## src/hdl/led_mix_pkg.sv

```systemverilog
// constants for the led intensity and colour-mix register bank
package led_mix_pkg;
  localparam int unsigned num_modules = 4;
  localparam int unsigned num_channels = 12;
  localparam logic [7:0] module0_intensity_addr = 8'h07;
  localparam logic [7:0] module1_intensity_addr = 8'h08;
  localparam logic [7:0] module2_intensity_addr = 8'h09;
  localparam logic [7:0] module3_intensity_addr = 8'h0a;
  localparam logic [7:0] channel0_mix_addr = 8'h0b;
  localparam logic [7:0] channel1_mix_addr = 8'h0c;
  localparam logic [7:0] channel2_mix_addr = 8'h0d;
  localparam logic [7:0] channel3_mix_addr = 8'h0e;
  localparam logic [7:0] channel4_mix_addr = 8'h0f;
  localparam logic [7:0] channel5_mix_addr = 8'h10;
  localparam logic [7:0] channel6_mix_addr = 8'h11;
  localparam logic [7:0] channel7_mix_addr = 8'h12;
  localparam logic [7:0] channel8_mix_addr = 8'h13;
  localparam logic [7:0] channel9_mix_addr = 8'h14;
  localparam logic [7:0] channel10_mix_addr = 8'h15;
  localparam logic [7:0] channel11_mix_addr = 8'h16;
  localparam logic [7:0] soft_reset_addr = 8'h17;
  localparam logic [7:0] intensity_reset = 8'hff;
  localparam logic [7:0] mix_reset = 8'h00;
  localparam logic [7:0] soft_reset_default = 8'h00;
  localparam logic [7:0] soft_reset_key = 8'hff;
endpackage

```

## src/hdl/duty_calc.sv

```systemverilog
// one channel duty: intensity scaled by inverted mix value
`timescale 1ns/1ps
module duty_calc
  import led_mix_pkg::*;
(
  // operands
  input wire logic [7:0] intensity,
  input wire logic [7:0] mix,
  // result
  output logic [15:0] duty
);
  // mix counts down: ffh means none of the colour, so invert before scaling
  // both operands widened first so the product is never cut to eight bits
  assign duty = {8'h00, intensity} * {8'h00, 8'hff - mix};
endmodule // duty_calc

```

## src/hdl/rgb_led_intensity_mix_regs.sv

```systemverilog
// intensity, colour-mix and soft reset registers feeding the pwm duty values
`timescale 1ns/1ps
module rgb_led_intensity_mix_regs
  import led_mix_pkg::*;
#(
  parameter int unsigned channels = num_channels
) (
  // clock and reset
  input wire logic clock,
  input wire logic arst_n,
  // register port from the serial bus engine
  input wire logic wr_en,
  input wire logic rd_en,
  input wire logic [7:0] addr,
  input wire logic [7:0] wdata,
  output logic [7:0] rdata,
  // shared bank control
  input wire logic [3:0] module_shared_control_select,
  input wire logic [7:0] bank_intensity,
  input wire logic [23:0] bank_mix,
  // per-channel duty to the pwm generators
  output logic [channels*16-1:0] duty
);
  // one record holds every register; rdata and duty sit here so outputs come off flops
  typedef struct packed {
    logic [num_modules-1:0][7:0] intensity;
    logic [channels-1:0][7:0] mix;
    logic [7:0] rdata;
    logic [channels-1:0][15:0] duty;
  } state_t;

  state_t st_ff;
  state_t nxt_st;
  // duty ahead of its output register, and the operands picked per channel
  logic [channels-1:0][15:0] duty_w;
  logic [channels-1:0][7:0] sel_int;
  logic [channels-1:0][7:0] sel_mix;

  function automatic logic is_mix(input logic [7:0] a);
    is_mix = (a >= channel0_mix_addr) && (a <= channel11_mix_addr);
  endfunction

  function automatic logic is_int(input logic [7:0] a);
    is_int = (a >= module0_intensity_addr) && (a <= module3_intensity_addr);
  endfunction

  // only the exact key restores defaults; any other byte at the reset address is dropped
  function automatic logic is_soft_key(input logic we, input logic [7:0] a,
                                       input logic [7:0] d);
    is_soft_key = we && (a == soft_reset_addr) && (d == soft_reset_key);
  endfunction

  // outside both register ranges: writes are dropped except the key at the soft reset address, reads give 00h
  function automatic logic is_unmapped(input logic [7:0] a);
    is_unmapped = !is_int(a) && !is_mix(a);
  endfunction

  // three channels per module; bank mix picks by colour position
  always_comb begin
    for (int c = 0; c < int'(channels); c++) begin
      if (module_shared_control_select[c/3]) begin
        sel_int[c] = bank_intensity;
        sel_mix[c] = bank_mix[(c%3)*8 +: 8];
      end else begin
        sel_int[c] = st_ff.intensity[c/3];
        sel_mix[c] = st_ff.mix[c];
      end
    end
  end

  for (genvar g = 0; g < channels; g++) begin : g_duty
    duty_calc duty_calc_i (
      .intensity(sel_int[g]),
      .mix(sel_mix[g]),
      .duty(duty_w[g])
    );
  end

  always_comb begin
    nxt_st = st_ff;
    nxt_st.duty = duty_w;
    if (is_soft_key(wr_en, addr, wdata)) begin
      // defaults restored; duty follows one cycle later from the new values
      nxt_st.intensity = {num_modules{intensity_reset}};
      nxt_st.mix = {channels{mix_reset}};
    end else if (wr_en && is_int(addr)) begin
      nxt_st.intensity[2'(addr - module0_intensity_addr)] = wdata;
    end else if (wr_en && is_mix(addr)) begin
      nxt_st.mix[4'(addr - channel0_mix_addr)] = wdata;
    end
    if (rd_en) begin
      if (is_int(addr)) begin
        nxt_st.rdata = st_ff.intensity[2'(addr - module0_intensity_addr)];
      end else if (is_mix(addr)) begin
        nxt_st.rdata = st_ff.mix[4'(addr - channel0_mix_addr)];
      end else begin
        // soft reset is write-only and reads its default
        nxt_st.rdata = soft_reset_default;
      end
    end
  end

  always_ff @(posedge clock or negedge arst_n) begin
    if (!arst_n) begin
      st_ff.intensity <= {num_modules{intensity_reset}};
      st_ff.mix <= {channels{mix_reset}};
      st_ff.rdata <= 8'h00;
      st_ff.duty <= '0;
    end else begin
      st_ff <= nxt_st;
    end
  end

  assign rdata = st_ff.rdata;
  assign duty = st_ff.duty;

  a_mod3_write: assert property (@(posedge clock) disable iff (!arst_n)
    wr_en && addr == module3_intensity_addr |=> st_ff.intensity[3] == $past(wdata))
    else $error("module 3 intensity write lost");
  a_mix0_write: assert property (@(posedge clock) disable iff (!arst_n)
    wr_en && addr == channel0_mix_addr |=> st_ff.mix[0] == $past(wdata))
    else $error("channel 0 mix write lost");
  a_mix11_write: assert property (@(posedge clock) disable iff (!arst_n)
    wr_en && addr == channel11_mix_addr |=> st_ff.mix[11] == $past(wdata))
    else $error("channel 11 mix write lost");
  a_soft_reset: assert property (@(posedge clock) disable iff (!arst_n)
    wr_en && addr == soft_reset_addr && wdata == soft_reset_key
    |=> st_ff.intensity[3] == intensity_reset && st_ff.mix[5] == mix_reset)
    else $error("soft reset did not restore defaults");
  a_reset_read: assert property (@(posedge clock) disable iff (!arst_n)
    rd_en && addr == soft_reset_addr |=> rdata == 8'h00)
    else $error("soft reset register read not zero");
  a_int_read: assert property (@(posedge clock) disable iff (!arst_n)
    rd_en && addr == module3_intensity_addr |=> rdata == $past(st_ff.intensity[3]))
    else $error("intensity readback wrong");
  a_duty_indep: assert property (@(posedge clock) disable iff (!arst_n)
    !module_shared_control_select[0] |=> duty[15:0] ==
    {8'h00, $past(st_ff.intensity[0])} * {8'h00, 8'hff - $past(st_ff.mix[0])})
    else $error("channel 0 duty wrong");
  a_duty_bank: assert property (@(posedge clock) disable iff (!arst_n)
    module_shared_control_select[3] |=> duty[11*16 +: 16] ==
    {8'h00, $past(bank_intensity)} * {8'h00, 8'hff - $past(bank_mix[23:16])})
    else $error("bank duty wrong");

  // every intensity address lands in its own module
  a_mod0_write: assert property (@(posedge clock) disable iff (!arst_n)
    wr_en && addr == module0_intensity_addr |=> st_ff.intensity[0] == $past(wdata))
    else $error("module 0 intensity write lost");
  a_mod1_write: assert property (@(posedge clock) disable iff (!arst_n)
    wr_en && addr == module1_intensity_addr |=> st_ff.intensity[1] == $past(wdata))
    else $error("module 1 intensity write lost");
  a_mod2_write: assert property (@(posedge clock) disable iff (!arst_n)
    wr_en && addr == module2_intensity_addr |=> st_ff.intensity[2] == $past(wdata))
    else $error("module 2 intensity write lost");

  // mix addresses are consecutive, one per channel in order
  a_mix1_write: assert property (@(posedge clock) disable iff (!arst_n)
    wr_en && addr == channel1_mix_addr |=> st_ff.mix[1] == $past(wdata))
    else $error("channel 1 mix write lost");
  a_mix2_write: assert property (@(posedge clock) disable iff (!arst_n)
    wr_en && addr == channel2_mix_addr |=> st_ff.mix[2] == $past(wdata))
    else $error("channel 2 mix write lost");
  a_mix3_write: assert property (@(posedge clock) disable iff (!arst_n)
    wr_en && addr == channel3_mix_addr |=> st_ff.mix[3] == $past(wdata))
    else $error("channel 3 mix write lost");
  a_mix4_write: assert property (@(posedge clock) disable iff (!arst_n)
    wr_en && addr == channel4_mix_addr |=> st_ff.mix[4] == $past(wdata))
    else $error("channel 4 mix write lost");
  a_mix5_write: assert property (@(posedge clock) disable iff (!arst_n)
    wr_en && addr == channel5_mix_addr |=> st_ff.mix[5] == $past(wdata))
    else $error("channel 5 mix write lost");
  a_mix6_write: assert property (@(posedge clock) disable iff (!arst_n)
    wr_en && addr == channel6_mix_addr |=> st_ff.mix[6] == $past(wdata))
    else $error("channel 6 mix write lost");
  a_mix7_write: assert property (@(posedge clock) disable iff (!arst_n)
    wr_en && addr == channel7_mix_addr |=> st_ff.mix[7] == $past(wdata))
    else $error("channel 7 mix write lost");
  a_mix8_write: assert property (@(posedge clock) disable iff (!arst_n)
    wr_en && addr == channel8_mix_addr |=> st_ff.mix[8] == $past(wdata))
    else $error("channel 8 mix write lost");
  a_mix9_write: assert property (@(posedge clock) disable iff (!arst_n)
    wr_en && addr == channel9_mix_addr |=> st_ff.mix[9] == $past(wdata))
    else $error("channel 9 mix write lost");
  a_mix10_write: assert property (@(posedge clock) disable iff (!arst_n)
    wr_en && addr == channel10_mix_addr |=> st_ff.mix[10] == $past(wdata))
    else $error("channel 10 mix write lost");

  // readback of the mix ends and of anything unmapped
  a_mix0_read: assert property (@(posedge clock) disable iff (!arst_n)
    rd_en && addr == channel0_mix_addr |=> rdata == $past(st_ff.mix[0]))
    else $error("channel 0 mix readback wrong");
  a_mix11_read: assert property (@(posedge clock) disable iff (!arst_n)
    rd_en && addr == channel11_mix_addr |=> rdata == $past(st_ff.mix[11]))
    else $error("channel 11 mix readback wrong");
  a_unmapped_read: assert property (@(posedge clock) disable iff (!arst_n)
    rd_en && is_unmapped(addr) |=> rdata == soft_reset_default)
    else $error("unmapped read not zero");
  a_rdata_hold: assert property (@(posedge clock) disable iff (!arst_n)
    !rd_en |=> $stable(rdata))
    else $error("read data moved without a read");

  // registers only move on a mapped write or the reset key
  a_idle_hold: assert property (@(posedge clock) disable iff (!arst_n)
    !wr_en |=> $stable(st_ff.intensity) && $stable(st_ff.mix))
    else $error("register changed without a write");
  a_unmapped_write: assert property (@(posedge clock) disable iff (!arst_n)
    wr_en && is_unmapped(addr) && addr != soft_reset_addr
    |=> $stable(st_ff.intensity) && $stable(st_ff.mix))
    else $error("unmapped write changed a register");
  a_soft_ignore: assert property (@(posedge clock) disable iff (!arst_n)
    wr_en && addr == soft_reset_addr && wdata != soft_reset_key
    |=> $stable(st_ff.intensity) && $stable(st_ff.mix))
    else $error("soft reset acted on a byte other than the key");
  a_soft_reset_all: assert property (@(posedge clock) disable iff (!arst_n)
    is_soft_key(wr_en, addr, wdata) |=> st_ff.intensity == {num_modules{intensity_reset}}
    && st_ff.mix == {channels{mix_reset}})
    else $error("soft reset left a register off its default");

  // duty on the far channels and the other bank colours
  a_duty_ch11_indep: assert property (@(posedge clock) disable iff (!arst_n)
    !module_shared_control_select[3] |=> duty[11*16 +: 16] ==
    {8'h00, $past(st_ff.intensity[3])} * {8'h00, 8'hff - $past(st_ff.mix[11])})
    else $error("channel 11 duty wrong");
  a_bank_colour1: assert property (@(posedge clock) disable iff (!arst_n)
    module_shared_control_select[0] |=> duty[16 +: 16] ==
    {8'h00, $past(bank_intensity)} * {8'h00, 8'hff - $past(bank_mix[15:8])})
    else $error("bank colour 1 duty wrong");
  a_bank_colour2: assert property (@(posedge clock) disable iff (!arst_n)
    module_shared_control_select[0] |=> duty[32 +: 16] ==
    {8'h00, $past(bank_intensity)} * {8'h00, 8'hff - $past(bank_mix[23:16])})
    else $error("bank colour 2 duty wrong");
  a_full_mix: assert property (@(posedge clock) disable iff (!arst_n)
    !module_shared_control_select[0] && st_ff.intensity[0] == 8'hff && st_ff.mix[0] == 8'h00
    |=> duty[15:0] == 16'hfe01)
    else $error("full intensity and full mix not at top duty");
endmodule // rgb_led_intensity_mix_regs

```

## config.mk

```make
export PLATFORM = sky130hd
export DESIGN_NAME = rgb_led_intensity_mix_regs
export DESIGN_NICKNAME = d
export VERILOG_FILES = /design/src/hdl/led_mix_pkg.sv /design/src/hdl/duty_calc.sv /design/src/hdl/rgb_led_intensity_mix_regs.sv
export SDC_FILE = /design/constraint.sdc
export NUM_CORES = 2
export LEC_CHECK = 0
export CAP_MARGIN = 20
export CORE_ASPECT_RATIO = 1.25
export CORE_MARGIN = 2
export CORE_UTILIZATION = 50
export CTS_CLUSTER_DIAMETER = 120
export DETAILED_ROUTE_END_ITERATION = 6
export DONT_BUFFER_PORTS = 1
export GPL_TIMING_DRIVEN = 0
export HOLD_SLACK_MARGIN = 0.02
export PLACE_DENSITY = 0.77
export SETUP_SLACK_MARGIN = 0.15
export SYNTH_ARGS = -nofsm -noshare
export SYNTH_HDL_FRONTEND = slang
export SYNTH_SLANG_ARGS = --single-unit
```

## constraint.sdc

```tcl
create_clock -name clock -period 6 [get_ports clock]
set_input_delay 0.6 -clock clock [delete_from_list [all_inputs] [get_ports clock]]
set_output_delay 0.6 -clock clock [all_outputs]
set_load 0.1 [all_outputs]
```

After elaboration in Yosys (flattened, before gate mapping)
Index checks and enable logic that the tools add are counted.
- register bits: 328
- output and inout bits: 200
- input port bits: 56
- add/subtract/negate cells: 14
- mux-type cells: 32
- magnitude comparators: 8
- reduce and logical (&&, ||, !) cells: 11
- multiply operators: 12
- eq/ne operators: 3
- operator list (operator ; number):
    $mul 8x8->16 ; 12
    $mux 96 ; 2
    $mux 8 ; 22
    $mux 128 ; 1
    $bwmux 96 ; 1
    $sub 8x8->8 const A ; 12
    $bmux 8 s4 ; 1
    $bwmux 32 ; 1
    $demux 8 s4 ; 1
    $mux 32 ; 1
    $bmux 8 s2 ; 1
    $demux 8 s2 ; 1
    $eq 8x5->1 const B ; 1
    $eq 8x8->1 const B ; 1
    $ge 8x3->1 const B ; 1
    $ge 8x4->1 const B ; 1
    $le 8x4->1 const B ; 1
    $le 8x5->1 const B ; 1
    $logic_and 1x1->1 ; 8
    $lt 4x5->1 const B ; 1
    $ge 4x1->1 const B ; 1
    $reduce_bool 2->1 ; 2
    $sub 4x4->4 const B ; 1
    $lt 2x3->1 const B ; 1
    4 further kinds ; 4

Longest topological paths before layout
- depth after elaboration: 9
- mapped depth: 20

Cells and area by module
From an unflattened synthesis, not the netlist that was laid out.
- cells, all modules: 4000
- area, all modules: 40705.3 um^2
- by module, submodules not included (module ; times used ; area an instance (um^2) ; cells an instance ; sequential area each (um^2)):
    rgb_led_intensity_mix_regs ; 1 ; 14744.1 ; 1084 ; 8247.9
    duty_calc (g_duty[0].duty_calc_i ...) ; 5 ; 2159.6 ; 243 ; 0.0
    duty_calc (g_duty[6].duty_calc_i ...) ; 3 ; 2163.3 ; 243 ; 0.0
    duty_calc (g_duty[4].duty_calc_i ...) ; 2 ; 2169.6 ; 243 ; 0.0
    duty_calc (g_duty[10].duty_calc_i ...) ; 2 ; 2167.1 ; 243 ; 0.0

Least setup slack after synthesis
Ideal clock, no wire load.
- path type: input-to-reg
- start: in module_shared_control_select[2]
- end: reg, netlist name duty[141]
- arrival time: 5.447 ns
- path slack: 0.449 ns
- stages: 16
- required time: 5.896 ns
- path buffers: 3
- path through: buf_2 -> buf_1 -> mux2i_1 -> clkbuf_1 -> nor2_1 -> fa_1 -> fa_1 -> fa_1 -> inv_1 -> fa_1 -> inv_1 -> ha_1 -> or3_1 -> o31ai_1 -> or4b_1 -> o311ai_1
- RTL lines (what ; line ; RTL):
    start, declared ; rgb_led_intensity_mix_regs.sv:18 ; input wire logic [3:0] module_shared_control_select,

==> results.py <==
metrics = {
    "timing": {
        "fin_skew_ps": 11.1,
        "maxSlewViolCount": 0,
        "hold-worst-slack_ps": -305,
        "max_freq_ghz": 0.176,
        "period_minus_slack_ps": 5670,
        "fin_crit_sh_pct": 94.5,
        "grt_setup_unrepaired": "true",
        "maxSlewHeadroom_pct": 34.8,
        "finalHoldViolCount": 296,
        "worstMarginPinSlew_ps": 978,
        "tns_ps": 0,
        "setup_violations": 0,
    },
    "yosys": {
        "synth_edf_count": 0,
        "synth_top_area_share_pct": 22.4,
        "yosysTopAreaCell": "fa_1",
        "ys_ff_latch": 328,
        "ys.flop_type": "dfrtp_1",
        "syn_inst": 4130,
        "ys_seq_area_share_pct": 21.4,
        "syn_area_per_cell_um2": 9.35,
        "netlist_top_cells_area": "fa_1, dfrtp_1, ha_1",
        "syn-num-nets": 5055,
        "syn_area_um2": 38600,
        "synth_cell_types": 73,
        "yosys_warnings": 0,
        "synthArstFlopShare_pct": 100,
    },
    "clock_tree": {
        "cts_tree": "built",
        "cts.sinks": 328,
        "numCtsBuffers": 39,
        "htreeDepth": 2,
        "clk_latency_ps": 620,
        "root_buffer": "clkbuf_16",
        "clk_pin_slew_ps": 60,
        "post-cts-setup-buffers": 0,
        "cts_buffer_depth": 3,
    },
    "grt": {
        "met3_usage_pct": 7.96,
        "grt-ovfl-total": 0,
        "grtUsageMet1_pct": 32.4,
        "grt_pass1_wl_mm": 167,
        "grt_pass1_vias": 30389,
        "gr-usage-met2_pct": 43.1,
        "antenna_found_initial": 21,
        "top_usage_layer": "met2",
        "grt_start_max_net_pins": 329,
        "grt_usage_pct": 27.1,
    },
    "die": {
        "core_um2": 76200,
        "start_util_pct": 50.7,
        "die-area_um2": 79500,
        "io-pin-count": 256,
        "rows": 113,
        "die_height_um": 315,
        "die_width_um": 253,
    },
    "routing": {
        "drtPass1Iterations": 7,
        "wl_per_cell_um": 20.2,
        "via_count": 29267,
        "wirelength_mm": 105,
        "drtIter0Drc": 2156,
        "ant_nets": 0,
        "routed_via_density": 5.61,
        "drc": 0,
    },
    "place": {
        "routabilityCongestion": 1.03,
        "place_area_um2": 39800,
        "place_hpwl_mm": 81.9,
        "port_buffers": 0,
    },
    "pwr": {
        "p_per_area_nw_per_um2": 372,
        "power.total_mw": 15.4,
        "p_leak_nw": 21.3,
        "ir_drop_mv": 0.402,
    },
    "setup_path": {
        "timing.rr.end": "duty[189]",
        "endpoint_kind": "flop",
        "r2r_setup_slack_ps": 460,
        "crit_fanout": 10,
        "cp-start-kind": "input port",
        "worstPathArrival_ps": 6160,
        "r2r_cells": 14,
        "worstSetupPathType": "in -> reg",
        "r2r-start": "st_ff[324]",
        "worstPathRequired_ps": 6490,
    },
    "worst_hold_path": {
        "hold_class": "in -> async",
    },
    "cells_and_area": {
        "n_fill_cell": 6745,
        "layout_common_cells": "nor2_1, inv_1, ha_1, fa_1, dfrtp_1",
        "stdcell_area_um2": 41300,
        "drive_above_1_share_pct": 14.6,
        "syn2layout_area_growth_pct": 7.01,
        "nets": 5096,
        "final_common_cell": "nor2_1",
    },
    "status": {
        "failed_checks": "hold timing",
        "outcome": "finished, violations left",
    },
    "run": {
        "drv_cap": 0,
    },
}
[what timing repair did]
item	in CTS	in global routing
hold endpoints to repair	328	299
resized for setup	10	43
endpoints found under the setup margin	16	20
[metrics by stage]
| stage | std cells | setup WS (ps) | utilization [%] |
|---|---|---|---|
| after CTS | 5179 | 184 | 54.0 |
| after global routing | 5205 | 99.4 | 54.2 |
| final | 5219 | 330 | 54.2 |
| after floorplan | 4130 | 449 | - |
| after global placement | 5107 | -749 | 52.3 |
| after detailed placement | 5107 | -822 | 52.3 |
[cells in the mapped netlist, types with 4 or more instances]
master	n
o211ai_1	15
ha_1	437
or3_1	9
a311oi_1	5
and2_1	4
mux4_2	32
nor3_4	4
nor2_1	756
a31oi_1	13
o22ai_1	12
nor3_1	21
a31o_2	8
buf_1	10
o21a_1	19
nand2_1	123
dfrtp_1	296
o21ai_0	57
and3_1	7
a211oi_1	11
a21o_1	34
a21oi_1	178
nand3_1	17
o21bai_1	16
mux2_1	17
dfstp_2	32
buf_4	202
inv_1	610
or2_2	96
nor2b_1	32
xnor2_1	111
mux2_2	100
nand4_1	6
clkbuf_1	107
fa_1	432
o31ai_1	10
nor2_2	5
nand2b_1	50
nand3b_1	5
buf_2	16
mux2i_1	78
o21ai_1	69
xor2_1	19
[report_power, final]
part / internal [mW] / switching (mW)
logic: 2.97 / 6.95
registers: 2.78 / 0.212
clock network: 1.42 / 1.06
total: 7.17 / 8.23
[worst max path at each step]
stage	slack [ps]	cells past startpoint	from	end
CTS	180	15	module_shared_control_select[2]	duty[141]
detailed placement	-820	16	module_shared_control_select[2]	duty[141]
finish	330	16	module_shared_control_select[2]	duty[141]
global route	100	16	module_shared_control_select[0]	duty[29]
global placement	-750	16	module_shared_control_select[2]	duty[141]
floorplan	450	16	module_shared_control_select[2]	duty[141]
[worst max-delay path: stages]
cell and delay [ps]:
buf_2 250, buf_2 370, mux2i_2 580, clkbuf_2 390, nor2_1 110, fa_1 560
fa_1 450, fa_1 510, inv_1 50, fa_1 490, inv_1 50, ha_1 220
or3_1 430, o31ai_1 490, or4b_1 480, o311ai_1 110
[layer usage]
metal,up-vias,share of wire (%)
met5,-,0.13
met1,14449,37
li1,13094,-
met4,22,6.4
met3,352,10
met2,1350,46
[sequential cells by signal (all words and copies together), names as in the netlist]
name and count:
duty 192, rdata 8, st_ff 128
[logic make-up after synthesis]
logic type | count (synthesis) | synth area share (%)
mux | 227 | 7.30
flops | 328 | 21.4
compound gates | 474 | 7.42
buf+inv | 949 | 11.3
fa+ha+maj | 869 | 36.5
simple gates | 1151 | 13.1
xor+xnor | 132 | 3.03
[area by class of cell]
class,count,area [um2],share of cell area (%)
inverter,611,2290,5.55
sequential,328,8250,20.0
buffer,338,2090,5.06
clock buffer,52,1130,2.72
multi-input combinational,2853,26100,63.1
antenna,40,100,0.242
tap,977,1220,2.96
clock inverter,20,183,0.442
Note: power is estimated with default switching activity, not from simulation.
